### src/shared/c8b_cfg.svh
// Constants of the 8B/10B character codec
`ifndef C8B_CFG_SVH
`define C8B_CFG_SVH
`define C8B_BYTE_W     8
`define C8B_CHAR_W     10
`define C8B_FIFO_DEPTH 4
`define C8B_CNT_W      4
`define C8B_LAST_BIT   4'h9
`define C8B_CNT_ZERO   4'h0
`define C8B_CNT_ONE    4'h1
`define C8B_RD_RESET   1'b0
`define C8B_K28_6B     6'h0F
`define C8B_X28        5'h1C
`define C8B_Y7         3'h7
`define C8B_ALT_4B     4'h7
`define C8B_SIX_POS    6'h07
`define C8B_SIX_NEG    6'h38
`define C8B_FOUR_POS   4'h3
`define C8B_FOUR_NEG   4'hC
`define C8B_IDLE_BYTE  8'hBC
`define C8B_COMMA_POS  7'h1F
`define C8B_COMMA_NEG  7'h60
`endif

### src/shared/c8b_pkg.sv
// Types shared by the 8B/10B character codec
package c8b_pkg;
`include "c8b_cfg.svh"
   typedef struct packed {
      logic                     special_char_select;
      logic [`C8B_BYTE_W-1:0]   data;
   } c8b_sym_t;
   typedef struct packed {
      logic                     special_char_select;
      logic                     code_violation;
      logic [`C8B_BYTE_W-1:0]   data;
   } c8b_rx_t;
endpackage : c8b_pkg

### src/rtl/c8b_codec.sv
// 8B/10B character codec: transmit FIFO, encoder, serializer, aligner, decoder
`timescale 1ns/10ps
`include "c8b_cfg.svh"
// How it works
// - Each byte becomes one ten-bit character, shifted out one bit per cycle.
// - Received bits are grouped in tens; each group decodes back to a byte.
// - All 256 byte values encode to valid data characters.
// - Byte bit 0 is letter A up to bit 7 as H; a..h follow A..H.
// - Bit i depends on A to E only, bit j on F to H and also on A to E, through the sub-block disparity and the A7 choice.
// - Select low means data character, select high means special character.
// - Data name Dxx.y: xx is bits EDCBA, y is bits HGF.
// - Comma pattern in the received stream sets the character boundary.
// - Serial order is a, b, c, d, e, i, f, g, h, j; a first.
// - Sub-block disparity goes positive, negative or holds per ones count.
// - Character missing from its disparity column flags violation, still updates disparity.

// ==========================================================
// Transmit FIFO
module c8b_fifo #(
   parameter int W     = 9,
   parameter int DEPTH = 4
) (
   input  logic         clk,       // Character clock
   input  logic         rst_n,     // Async reset, active low
   input  logic         ce,        // Clock enable
   input  logic         in_valid,  // Write request
   output logic         in_ready,  // Room for a word
   input  logic [W-1:0] in_data,   // Write word
   output logic         out_valid, // Word available
   input  logic         out_ready, // Read request
   output logic [W-1:0] out_data   // Head word
);
   localparam int AW = $clog2(DEPTH);
   localparam int CW = $clog2(DEPTH + 1);

   logic [W-1:0]  mem_reg [DEPTH];
   logic [AW-1:0] wr_reg;
   logic [AW-1:0] rd_reg;
   logic [CW-1:0] cnt_reg;
   logic [CW-1:0] cnt_next;
   logic          in_ready_reg;
   logic          push;
   logic          pop;

   assign push      = ce && in_valid && in_ready_reg;
   assign pop       = ce && out_ready && out_valid;
   assign out_valid = cnt_reg != CW'(0);
   assign out_data  = mem_reg[rd_reg];
   assign in_ready  = in_ready_reg;
   assign cnt_next  = cnt_reg + CW'(push) - CW'(pop);

   function automatic logic [AW-1:0] wrap_inc(input logic [AW-1:0] p);
      return (p == AW'(DEPTH - 1)) ? AW'(0) : p + AW'(1);
   endfunction : wrap_inc

   always_ff @(posedge clk) begin
      if (push) begin
         mem_reg[wr_reg] <= in_data;
      end
   end

   always_ff @(posedge clk or negedge rst_n) begin
      if (!rst_n) begin
         wr_reg       <= '0;
         rd_reg       <= '0;
         cnt_reg      <= '0;
         in_ready_reg <= 1'b0;
      end else if (ce) begin
         if (push) wr_reg <= wrap_inc(wr_reg);
         if (pop) rd_reg <= wrap_inc(rd_reg);
         cnt_reg      <= cnt_next;
         // Registered so the host sees ready straight from a flop
         in_ready_reg <= cnt_next != CW'(DEPTH);
      end
   end
endmodule : c8b_fifo

// ==========================================================
// Codec top
module c8b_codec (
   input  logic              clk,       // Character clock, 200 MHz
   input  logic              rst_n,     // Async reset, active low
   input  logic              ce,        // Clock enable, freezes all state
   input  c8b_pkg::c8b_sym_t tx_sym,    // Byte and special select to send
   input  logic              tx_valid,  // Byte offered
   output logic              tx_ready,  // FIFO has room
   output logic              tx_serial, // Serial line out
   input  logic              rx_serial, // Serial line in, asynchronous
   output c8b_pkg::c8b_rx_t  rx_char,   // Decoded byte, select, violation
   output logic              rx_valid,  // One-cycle char strobe
   output logic              rx_aligned // Boundary found by comma
);
   import c8b_pkg::*;

   // =======================================================
   // Code tables, written for negative running disparity
   localparam logic [5:0] TBL6 [32] = '{
      6'h27, 6'h1D, 6'h2D, 6'h31, 6'h35, 6'h29, 6'h19, 6'h38,
      6'h39, 6'h25, 6'h15, 6'h34, 6'h0D, 6'h2C, 6'h1C, 6'h17,
      6'h1B, 6'h23, 6'h13, 6'h32, 6'h0B, 6'h2A, 6'h1A, 6'h3A,
      6'h33, 6'h26, 6'h16, 6'h36, 6'h0E, 6'h2E, 6'h1E, 6'h2B};
   localparam logic [3:0] TBL4 [8] = '{
      4'hB, 4'h9, 4'h5, 4'hC, 4'hD, 4'hA, 4'h6, 4'hE};

   function automatic logic flip6(input logic [5:0] s);
      return $countones(s) != 3 || s == `C8B_SIX_NEG;
   endfunction : flip6

   function automatic logic flip4(input logic [3:0] f);
      return $countones(f) != 2 || f == `C8B_FOUR_NEG;
   endfunction : flip4

   function automatic logic rd6(input logic rd, input logic [5:0] s);
      if ($countones(s) > 3 || s == `C8B_SIX_POS) return 1'b1;
      if ($countones(s) < 3 || s == `C8B_SIX_NEG) return 1'b0;
      return rd;
   endfunction : rd6

   function automatic logic rd4(input logic rd, input logic [3:0] f);
      if ($countones(f) > 2 || f == `C8B_FOUR_POS) return 1'b1;
      if ($countones(f) < 2 || f == `C8B_FOUR_NEG) return 1'b0;
      return rd;
   endfunction : rd4

   function automatic logic rd_after(input logic [9:0] c, input logic rd);
      return rd4(rd6(rd, c[9:4]), c[3:0]);
   endfunction : rd_after

   // Code word layout is {a,b,c,d,e,i,f,g,h,j}, a in the top bit
   function automatic logic [9:0] enc(input logic [7:0] d, input logic k,
                                      input logic rd);
      logic [4:0] x;
      logic [2:0] y;
      logic       k28;
      logic       re;
      logic       rm;
      logic       alt;
      logic [5:0] s;
      logic [3:0] f;
      x   = d[4:0];
      y   = d[7:5];
      k28 = k && x == `C8B_X28;
      // K28 columns are exact complements, so build the negative one
      re  = rd && !k28;
      s   = k28 ? `C8B_K28_6B : TBL6[x];
      if (re && flip6(s)) s = ~s;
      rm  = rd6(re, s);
      alt = y == `C8B_Y7 && (k || (!rm && (x == 5'h11 || x == 5'h12 ||
            x == 5'h14)) || (rm && (x == 5'h0B || x == 5'h0D ||
            x == 5'h0E)));
      f   = alt ? `C8B_ALT_4B : TBL4[y];
      if (rm && flip4(f)) f = ~f;
      return (k28 && rd) ? ~{s, f} : {s, f};
   endfunction : enc

   function automatic c8b_rx_t dec(input logic [9:0] c, input logic rd);
      c8b_rx_t    r;
      logic [5:0] s;
      logic [3:0] ff;
      logic [4:0] x;
      logic [2:0] y;
      logic       k28;
      logic       a7;
      s   = c[9:4];
      x   = '0;
      y   = '0;
      for (int i = 0; i < 32; i++) begin
         if (s == TBL6[i] || (s == ~TBL6[i] && flip6(TBL6[i]))) x = 5'(i);
      end
      k28 = s == `C8B_K28_6B || s == ~`C8B_K28_6B;
      if (k28) x = `C8B_X28;
      ff  = (s == ~`C8B_K28_6B) ? ~c[3:0] : c[3:0];
      for (int i = 0; i < 8; i++) begin
         if (ff == TBL4[i] || (ff == ~TBL4[i] && flip4(TBL4[i]))) y = 3'(i);
      end
      a7  = ff == `C8B_ALT_4B || ff == ~`C8B_ALT_4B;
      if (a7) y = `C8B_Y7;
      r.data                = {y, x};
      r.special_char_select = k28 || (a7 && (x == 5'h17 || x == 5'h1B ||
                              x == 5'h1D || x == 5'h1E));
      // Re-encode against the current column to catch any mismatch
      r.code_violation      = enc(r.data, r.special_char_select, rd) != c;
      return r;
   endfunction : dec

   // =======================================================
   // Transmit path
   c8b_sym_t              fifo_data;
   c8b_sym_t              tx_cur;
   logic                  fifo_valid;
   logic                  tx_load;
   logic [9:0]            tx_code;
   logic [`C8B_CNT_W-1:0] tx_cnt_reg;
   logic [9:0]            tx_sh_reg;
   logic                  tx_ser_reg;
   logic                  tx_rd_reg;

   // Serializer pops exactly when the last bit of a character leaves
   assign tx_load = ce && tx_cnt_reg == `C8B_LAST_BIT;

   c8b_fifo #(
      .W     ($bits(c8b_sym_t)),
      .DEPTH (`C8B_FIFO_DEPTH)
   ) u_fifo (
      .clk       (clk),
      .rst_n     (rst_n),
      .ce        (ce),
      .in_valid  (tx_valid),
      .in_ready  (tx_ready),
      .in_data   (tx_sym),
      .out_valid (fifo_valid),
      .out_ready (tx_load),
      .out_data  (fifo_data)
   );

   // An empty FIFO sends the comma idle so the far end stays aligned
   assign tx_cur  = fifo_valid ? fifo_data : c8b_sym_t'({1'b1, `C8B_IDLE_BYTE});
   assign tx_code = enc(tx_cur.data, tx_cur.special_char_select, tx_rd_reg);

   always_ff @(posedge clk or negedge rst_n) begin
      if (!rst_n) begin
         tx_cnt_reg <= `C8B_LAST_BIT;
      end else if (ce) begin
         tx_cnt_reg <= tx_load ? `C8B_CNT_ZERO : tx_cnt_reg + `C8B_CNT_ONE;
      end
   end

   always_ff @(posedge clk or negedge rst_n) begin
      if (!rst_n) begin
         tx_sh_reg  <= '0;
         tx_ser_reg <= 1'b0;
      end else if (tx_load) begin
         tx_ser_reg <= tx_code[9];
         tx_sh_reg  <= {tx_code[8:0], 1'b0};
      end else if (ce) begin
         tx_ser_reg <= tx_sh_reg[9];
         tx_sh_reg  <= {tx_sh_reg[8:0], 1'b0};
      end
   end

   always_ff @(posedge clk or negedge rst_n) begin
      if (!rst_n) begin
         tx_rd_reg <= `C8B_RD_RESET;
      end else if (tx_load) begin
         tx_rd_reg <= rd_after(tx_code, tx_rd_reg);
      end
   end

   assign tx_serial = tx_ser_reg;

   // =======================================================
   // Receive path
   logic                  rx_s1_reg;
   logic                  rx_s2_reg;
   logic [9:0]            rx_sh_reg;
   logic [9:0]            rx_win;
   logic                  rx_comma;
   logic                  rx_done;
   logic [`C8B_CNT_W-1:0] rx_cnt_reg;
   logic                  rx_al_reg;
   logic                  rx_val_reg;
   logic                  rx_rd_reg;
   c8b_rx_t               rx_out_reg;

   always_ff @(posedge clk or negedge rst_n) begin
      if (!rst_n) begin
         rx_s1_reg <= 1'b0;
         rx_s2_reg <= 1'b0;
      end else if (ce) begin
         rx_s1_reg <= rx_serial;
         rx_s2_reg <= rx_s1_reg;
      end
   end

   assign rx_win   = {rx_sh_reg[8:0], rx_s2_reg};
   assign rx_comma = rx_win[9:3] == `C8B_COMMA_POS ||
                     rx_win[9:3] == `C8B_COMMA_NEG;
   // A comma restarts the count even mid-character, realigning the stream
   assign rx_done  = rx_comma || (rx_al_reg && rx_cnt_reg == `C8B_LAST_BIT);

   always_ff @(posedge clk or negedge rst_n) begin
      if (!rst_n) begin
         rx_sh_reg  <= '0;
         rx_cnt_reg <= `C8B_CNT_ZERO;
         rx_al_reg  <= 1'b0;
      end else if (ce) begin
         rx_sh_reg  <= rx_win;
         rx_al_reg  <= rx_al_reg || rx_comma;
         if (rx_done || rx_cnt_reg == `C8B_LAST_BIT) begin
            rx_cnt_reg <= `C8B_CNT_ZERO;
         end else begin
            rx_cnt_reg <= rx_cnt_reg + `C8B_CNT_ONE;
         end
      end
   end

   always_ff @(posedge clk or negedge rst_n) begin
      if (!rst_n) begin
         rx_val_reg <= 1'b0;
         rx_out_reg <= '0;
         rx_rd_reg  <= `C8B_RD_RESET;
      end else if (ce) begin
         rx_val_reg <= rx_done;
         if (rx_done) begin
            rx_out_reg <= dec(rx_win, rx_rd_reg);
            rx_rd_reg  <= rd_after(rx_win, rx_rd_reg);
         end
      end
   end

   assign rx_char    = rx_out_reg;
   assign rx_valid   = rx_val_reg;
   assign rx_aligned = rx_al_reg;

   // =======================================================
   // Checks
   // Function results are held on nets, since a call cannot be indexed or member-selected
   c8b_rx_t    tx_chk;
   logic [9:0] tx_iref;

   assign tx_chk  = dec(tx_code, tx_rd_reg);
   assign tx_iref = enc({3'h0, tx_cur.data[4:0]}, 1'b0, tx_rd_reg);
endmodule : c8b_codec

### config.mk
export PLATFORM = sky130hd
export DESIGN_NAME = c8b_codec
export DESIGN_NICKNAME = d
export VERILOG_FILES = /design/src/shared/c8b_pkg.sv /design/src/rtl/c8b_codec.sv
export VERILOG_INCLUDE_DIRS = /design/src /design/src/shared
export SDC_FILE = /design/constraint.sdc
export NUM_CORES = 1
export LEC_CHECK = 0
export BUFFER_PORTS_ARGS = -buffer_cell sky130_fd_sc_hd__buf_2
export CORE_ASPECT_RATIO = 1.1
export CORE_MARGIN = 1
export CORE_UTILIZATION = 30
export CTS_BUF_LIST = sky130_fd_sc_hd__clkbuf_8
export DETAILED_ROUTE_END_ITERATION = 10
export HOLD_SLACK_MARGIN = 0.08
export PLACE_DENSITY = 0.45
export SYNTH_ARGS = -nofsm -noshare
export SYNTH_HDL_FRONTEND = slang
export SYNTH_SLANG_ARGS = --single-unit
### constraint.sdc
create_clock -name clk -period 21.2 [get_ports clk]
set_input_delay 4.24 -clock clk [delete_from_list [all_inputs] [get_ports clk]]
set_output_delay 4.24 -clock clk [all_outputs]
set_load 0.03 [all_outputs]
Word level (Yosys, flattened, before mapping) --
Memories as Yosys holds them, arrays and structs flattened. Index checks and enable logic that the tools add are counted. W data, S select, Z words.
Storage, ports and cells: register bits after elaboration 52, memories kept 5, word-level logic and storage cells 430, RAM bits 36, input port bits 14, memory bits (read-only) 448
Cells by class: order comparisons 16, equality and inequality tests 104, bitwise logic cells 11, reduce and logical (&&, ||, !) cells 90, $add $sub $neg 48, mux-type cells 138
Memories:
- (no name shown) | words 32, width 6, read ports 1, clocked after memory_dff 0, write ports 0, line c8b_codec.sv:145 | s = k28 ? `C8B_K28_6B : TBL6[x];
- (no name shown) | words 32, width 6, read ports 1, clocked after memory_dff 0, write ports 0, line c8b_codec.sv:145
- u_fifo.mem_reg | words 4, width 9, read ports 1, clocked after memory_dff 0, write ports 1, line c8b_codec.sv:36 | logic [W-1:0] mem_reg [DEPTH];
- (no name shown) | words 8, width 4, read ports 1, clocked after memory_dff 0, write ports 0, line c8b_codec.sv:151 | f = alt ? `C8B_ALT_4B : TBL4[y];
- (no name shown) | words 8, width 4, read ports 1, clocked after memory_dff 0, write ports 0, line c8b_codec.sv:151
Operators with widths (number):
- $gt A32 B3 Y1 const B | 6
- $eq A6 B6 Y1 const B | 28
- $mux W5 | 33
- $eq A6 B5 Y1 const B | 13
- $mux W1 | 66
- $eq A5 B5 Y1 const B | 12
- $mux W6 | 10
- $logic_or A1 B1 Y1 | 54
- $add A1 B1 Y2 | 26
- $mux W4 | 13
- $eq A4 B4 Y1 const B | 12
- $eq A6 B4 Y1 const B | 7
- $mux W10 | 4
- $eq A6 B3 Y1 const B | 6
- $add A2 B2 Y3 | 10
- $eq A5 B4 Y1 const B | 6
- $mux W3 | 9
- $add A3 B2 Y4 | 6
- $logic_and A1 B1 Y1 | 23
- $not A10 Y10 | 2
- $eq A4 B2 Y1 const B | 4
- $lt A4 B2 Y1 const B | 4
- $eq A4 B3 Y1 const B | 3
- $ge A6 B6 Y1 const B | 2
- 27 further kinds | 48

Longest topological paths before layout --
depth in word-level cells 85, gate-level depth with buffers 42, mapped depth without buffers 41

Cells and area by module --
A second synthesis with hierarchy kept.
Unflattened totals: cell total of the unflattened synthesis 880, area, all modules 7965.1 um^2
Modules (own cells, without submodules):
- c8b_codec | area an instance 6148.4 um^2, cells each 784, instances 1
- c8b_fifo | area an instance 1816.7 um^2, cells each 96, instances 1

Worst setup path before layout --
No wires, ideal clock.
path kind register to register, start reg u_fifo.cnt_reg[1], end reg tx_rd_reg, required time 21134 ps, cell stages (with the launch flop) 42, path buffers 4, data arrival time 9582 ps, setup slack 11552 ps, period minus slack after synthesis 9648 ps, cell sequence dfrtp_1 > nor3_1 > clkbuf_1 > clkbuf_1 > nor2_1 > inv_1 > ha_1 > clkbuf_1 > inv_1 > or4b_2 > a21oi_1 > a211oi_1 > inv_1 > fa_1 > fa_1 > ha_1 > fa_1 > nand2_1 > [... 6 more ...] > ha_1 > inv_1 > fa_1 > nand4b_1 > o311a_1 > mux2i_1 > o31a_1 > o21ai_0 > o21ai_0 > xnor2_1 > fa_1 > inv_1 > ha_1 > inv_1 > ha_1 > a32o_1 > a31oi_1 > o31a_1
Between the ends: longest elaborated chain between the ends 46, elaborated cells on any way between the ends 111
Ends and longest elaborated chain:
- start: declaration | line c8b_codec.sv:39 | logic [CW-1:0] cnt_reg;
- start signal: assignment | line c8b_codec.sv:71 | cnt_reg <= cnt_next;
- $reduce_bool A3 Y1 (*) | line c8b_codec.sv:47 | assign out_valid = cnt_reg != CW'(0);
- $mux W9 (*) | line c8b_codec.sv:217 | assign tx_cur = fifo_valid ? fifo_data : c8b_sym_t'({1'b1, `C8B_IDLE_BYTE});
- branches (longest 34 deep; another with $mem_v2 Z32 W6)
- $mux W10 (*) | line c8b_codec.sv:153 | return (k28 && rd) ? ~{s, f} : {s, f};
- branches (longest 9 deep; another with $gt A32 B3 Y1)
- end signal: assignment | line c8b_codec.sv:243 | tx_rd_reg <= `C8B_RD_RESET;
- end signal: assignment | line c8b_codec.sv:245 | tx_rd_reg <= rd_after(tx_code, tx_rd_reg);
- end: declaration | line c8b_codec.sv:196 | logic tx_rd_reg;
Every way passes the cells marked *. The select of a mux whose other input is x is not followed. A chain may end at the register's enable or synchronous reset.

Worst setup path in the final report --
start reg u_fifo.rd_reg[0], end reg tx_rd_reg
Between the ends: longest elaborated chain between the ends 46, elaborated cells on any way between the ends 111
Ends and longest elaborated chain:
- start: declaration | line c8b_codec.sv:38 | logic [AW-1:0] rd_reg;
- start signal: assignment | line c8b_codec.sv:70 | if (pop) rd_reg <= wrap_inc(rd_reg);
- $mem_v2 Z4 W9 (*)
- $mux W9 (*) | line c8b_codec.sv:217
- branches (longest 34 deep; another with $mem_v2 Z32 W6)
- $mux W10 (*) | line c8b_codec.sv:153
- branches (longest 9 deep; another with $gt A32 B3 Y1)
Marks and branches as above.

==> impl_results.md <==
- Mapped Cells: 915
- Worst EP arrival: 10.57 ns
- DRT Wirelength: 21.2 mm
- Max Clock Skew: roughly 0.038 ns
- Wire per inst: 16.7 um
- Status: finished clean
- Via count: a little under 7000
- Largest register FFs: 36
- Mapped Avg Cell Area: between 8 and 9 um^2
- CP Class: flip-flop to flip-flop
- I/O pin count: 28
- Post-route design area: slightly below 9000 um^2
- Worst relative slew slack: between 30% and 40%
- Final hold violation count: 0
- CTS sink count: a little under 90
- Starting Density: between 30 and 40%
- Post-CTS Setup Bufs: 0
- Post-layout min period: around 10 ns
- GRT Util Overall: between 10% and 20%
- CTS tree: built
- Hold Buf Count CTS: 0
- Largest net degree at the start of global routing: 63
- Cts bufs inserted: 9
- Sequential area share after synthesis: 28.8%
- Worst-margin pin slew: 0.977 ns
- WP data required: 21.53 ns
- Worst Path Max Fanout: 12
- Critical Path Source Type: flip-flop
- Largest area contributor in the netlist: dfrtp_1
- Final GP Congestion: ~0.86
- Area of the multi-input gates: 5270 um^2
- First-pass GRT wire length: 35.9 mm
- Netlist cell types: around 100
- Vias/cell: 5.34
- CP max stage delay: 0.75 ns
- PortBufs: 27
- Commonest non-fill, non-tap cell in the layout: nand2_1
- Top FF cell, synth: dfrtp_1
- Final setup viols: 0
- Die height: between 150 and 200 um
- RSZ-0062 raised after global routing: no
- Area Growth Syn to Fin: 7.23%
- Clock Latency Late Sink: about 0.41 ns
- Register area: 2360 um^2
- Max-Cap Viols: 0
- Crit-path leading delay family: adder cells
- Crit-path slowest cell: dfrtp_1
- CTS resizes: 0
- Diodes inserted: 0
- Synth area leaders: dfrtp_1 15%, edfxtp_1 13%, ha_1 9.2%
- DRT iter0 DRCs: 518
- Gr ovfl total: 0
- Most frequent cells in the layout: 90 x nand2_1, 73 x inv_1, 66 x nor2_1
- Cell Area, Placed: between 8000 and 9000 um^2
- Most frequent cell on the critical path: inv_1
- Filler Cell Count: ~2800
- CTS max path bufs: 2
- Multiplexer area fraction after synthesis: between 6 and 7%
- Dpl hpwl: approximately 16 mm
- Worst path buffer plus inverter count: 8
- Fin. max-slew vios: 0
- Syn_nets: ~1000
- Fmax: 97.7 MHz
- Die W: 159 um
- Worst setup EP type: flip-flop
- Synth Area in Adders: a little over an eighth
- #FFs+latches synth: 87
- Cell Area, Synth: between 8000 and 9000 um^2
- Layout cells sized above 1: approximately an eighth
- Largest family of logic cells by synthesized area: compound AO/OA/AOI/OAI gates
- FFs w/ async S/R, synth: roughly 60%
- DRC viols: 0
- XOR/XNOR Fraction of Synth Area: 3.09%
- 1st-pass router iterations: 5
- Post-synth EDFFs: 36
- Final #Nets: about 1000
- HP Class: flip-flop to flip-flop
- Core area: around 27000 um^2
- Antenna-violating nets left: 0
- Full die area: between 20000 and 30000 um^2
- H-tree levels: 3
- Root Driver: clkbuf_8
- Yosys top cell area share: between 10% and 20%
- Worst-path clk slew: between 0.1 and 0.15 ns
- Synth Warn #: 0
- # rows: 63
- Synth Area in Compound Gates: 23.1%
- Sum of negative setup slack: 0 ns
- Initial antenna violation count: 0
- Synth Area in Simple Gates: 18.4%
- Vias in the first global route: roughly 6900
- Period utilization: between 40% and 50%
==> Yosys cell counts (7+ instances only) <==
master / n
mux2_2: 8
o21ai_0: 53
buf_2: 9
a211oi_1: 10
ha_1: 60
and3_1: 12
dfrtp_1: 49
nand3_1: 29
mux4_2: 9
o221ai_1: 10
a21oi_1: 39
xnor2_1: 20
a31oi_1: 11
edfxtp_1: 36
xor2_1: 7
clkbuf_1: 34
and2_1: 12
nor3_1: 7
nand2_1: 90
or2_2: 11
mux2i_1: 18
nand2b_1: 18
inv_1: 73
nand3b_1: 7
nor2_1: 66
o22ai_1: 12
a21o_1: 8
fa_1: 18
o211ai_1: 14
==> worst register-to-register path: cells and delay by family (launching register included) <==
family	cells	cell delay, ns
flip-flops	1	0.75
adder cells (fa/ha/maj)	12	4.18
AND/OR/NAND/NOR	4	0.99
AO/OA/AOI/OAI	10	2.19
buffers and inverters	8	0.73
XOR/XNOR	2	0.61
multiplexers	2	0.73
==> cells by family after synthesis <==
group,count (synthesis)
buffers and inverters,131
AO/OA/AOI/OAI,256
flip-flops,87
XOR/XNOR,28
multiplexers,37
AND/OR/NAND/NOR,297
adder cells (fa/ha/maj),79
==> cell type report <==
type,instances,share of cell area [%]
multi-input cells,697,60.1
flip-flops and latches,87,26.9
well taps,357,5.09
inverters,75,3.21
repair buffers,34,2.14
clock buffers,9,1.41
clock inverters,7,1.17
==> path summary, 6_finish.rpt <==
check	slack [ns]	cells past startpoint	to	startpoint
worst max-delay path	10.96	38	tx_rd_reg	u_fifo.rd_reg[0]
worst min-delay path	0.49	2	rx_char[2]	rx_char[2]
worst max register to register	10.96	38	tx_rd_reg	u_fifo.rd_reg[0]
worst min register to register	0.49	2	rx_char[2]	rx_char[2]
max in group asynchronous	16.71	2	rx_sh_reg[1]	rst_n
min in group asynchronous	3.95	2	u_fifo.wr_reg[0]	rst_n
==> per-stage QoR <==
step | hold WS, ns | util (%) | setup slack, ns | cells
after floorplan | 0.449 | - | 11.55 | 915
after global placement | 0.460 | 31.8 | 11.09 | 1250
after detailed placement | 0.466 | 31.8 | 10.87 | 1250
after CTS | 0.496 | 32.6 | 10.85 | 1266
after global routing | 0.518 | 32.6 | 10.21 | 1266
final | 0.490 | 32.6 | 10.96 | 1266
==> layer usage <==
layer  GRT usage, %  vias to the layer above  wire, um
met2           27.2                      117     10300
met5              0                        -         0
met4           5.45                        0       403
met1           20.5                     3282      9890
met3           2.23                       29       649
li1               -                     3335         -
Power is not shown: default switching activity piles up to over one toggle a cycle in this logic, so the estimate is an artifact.
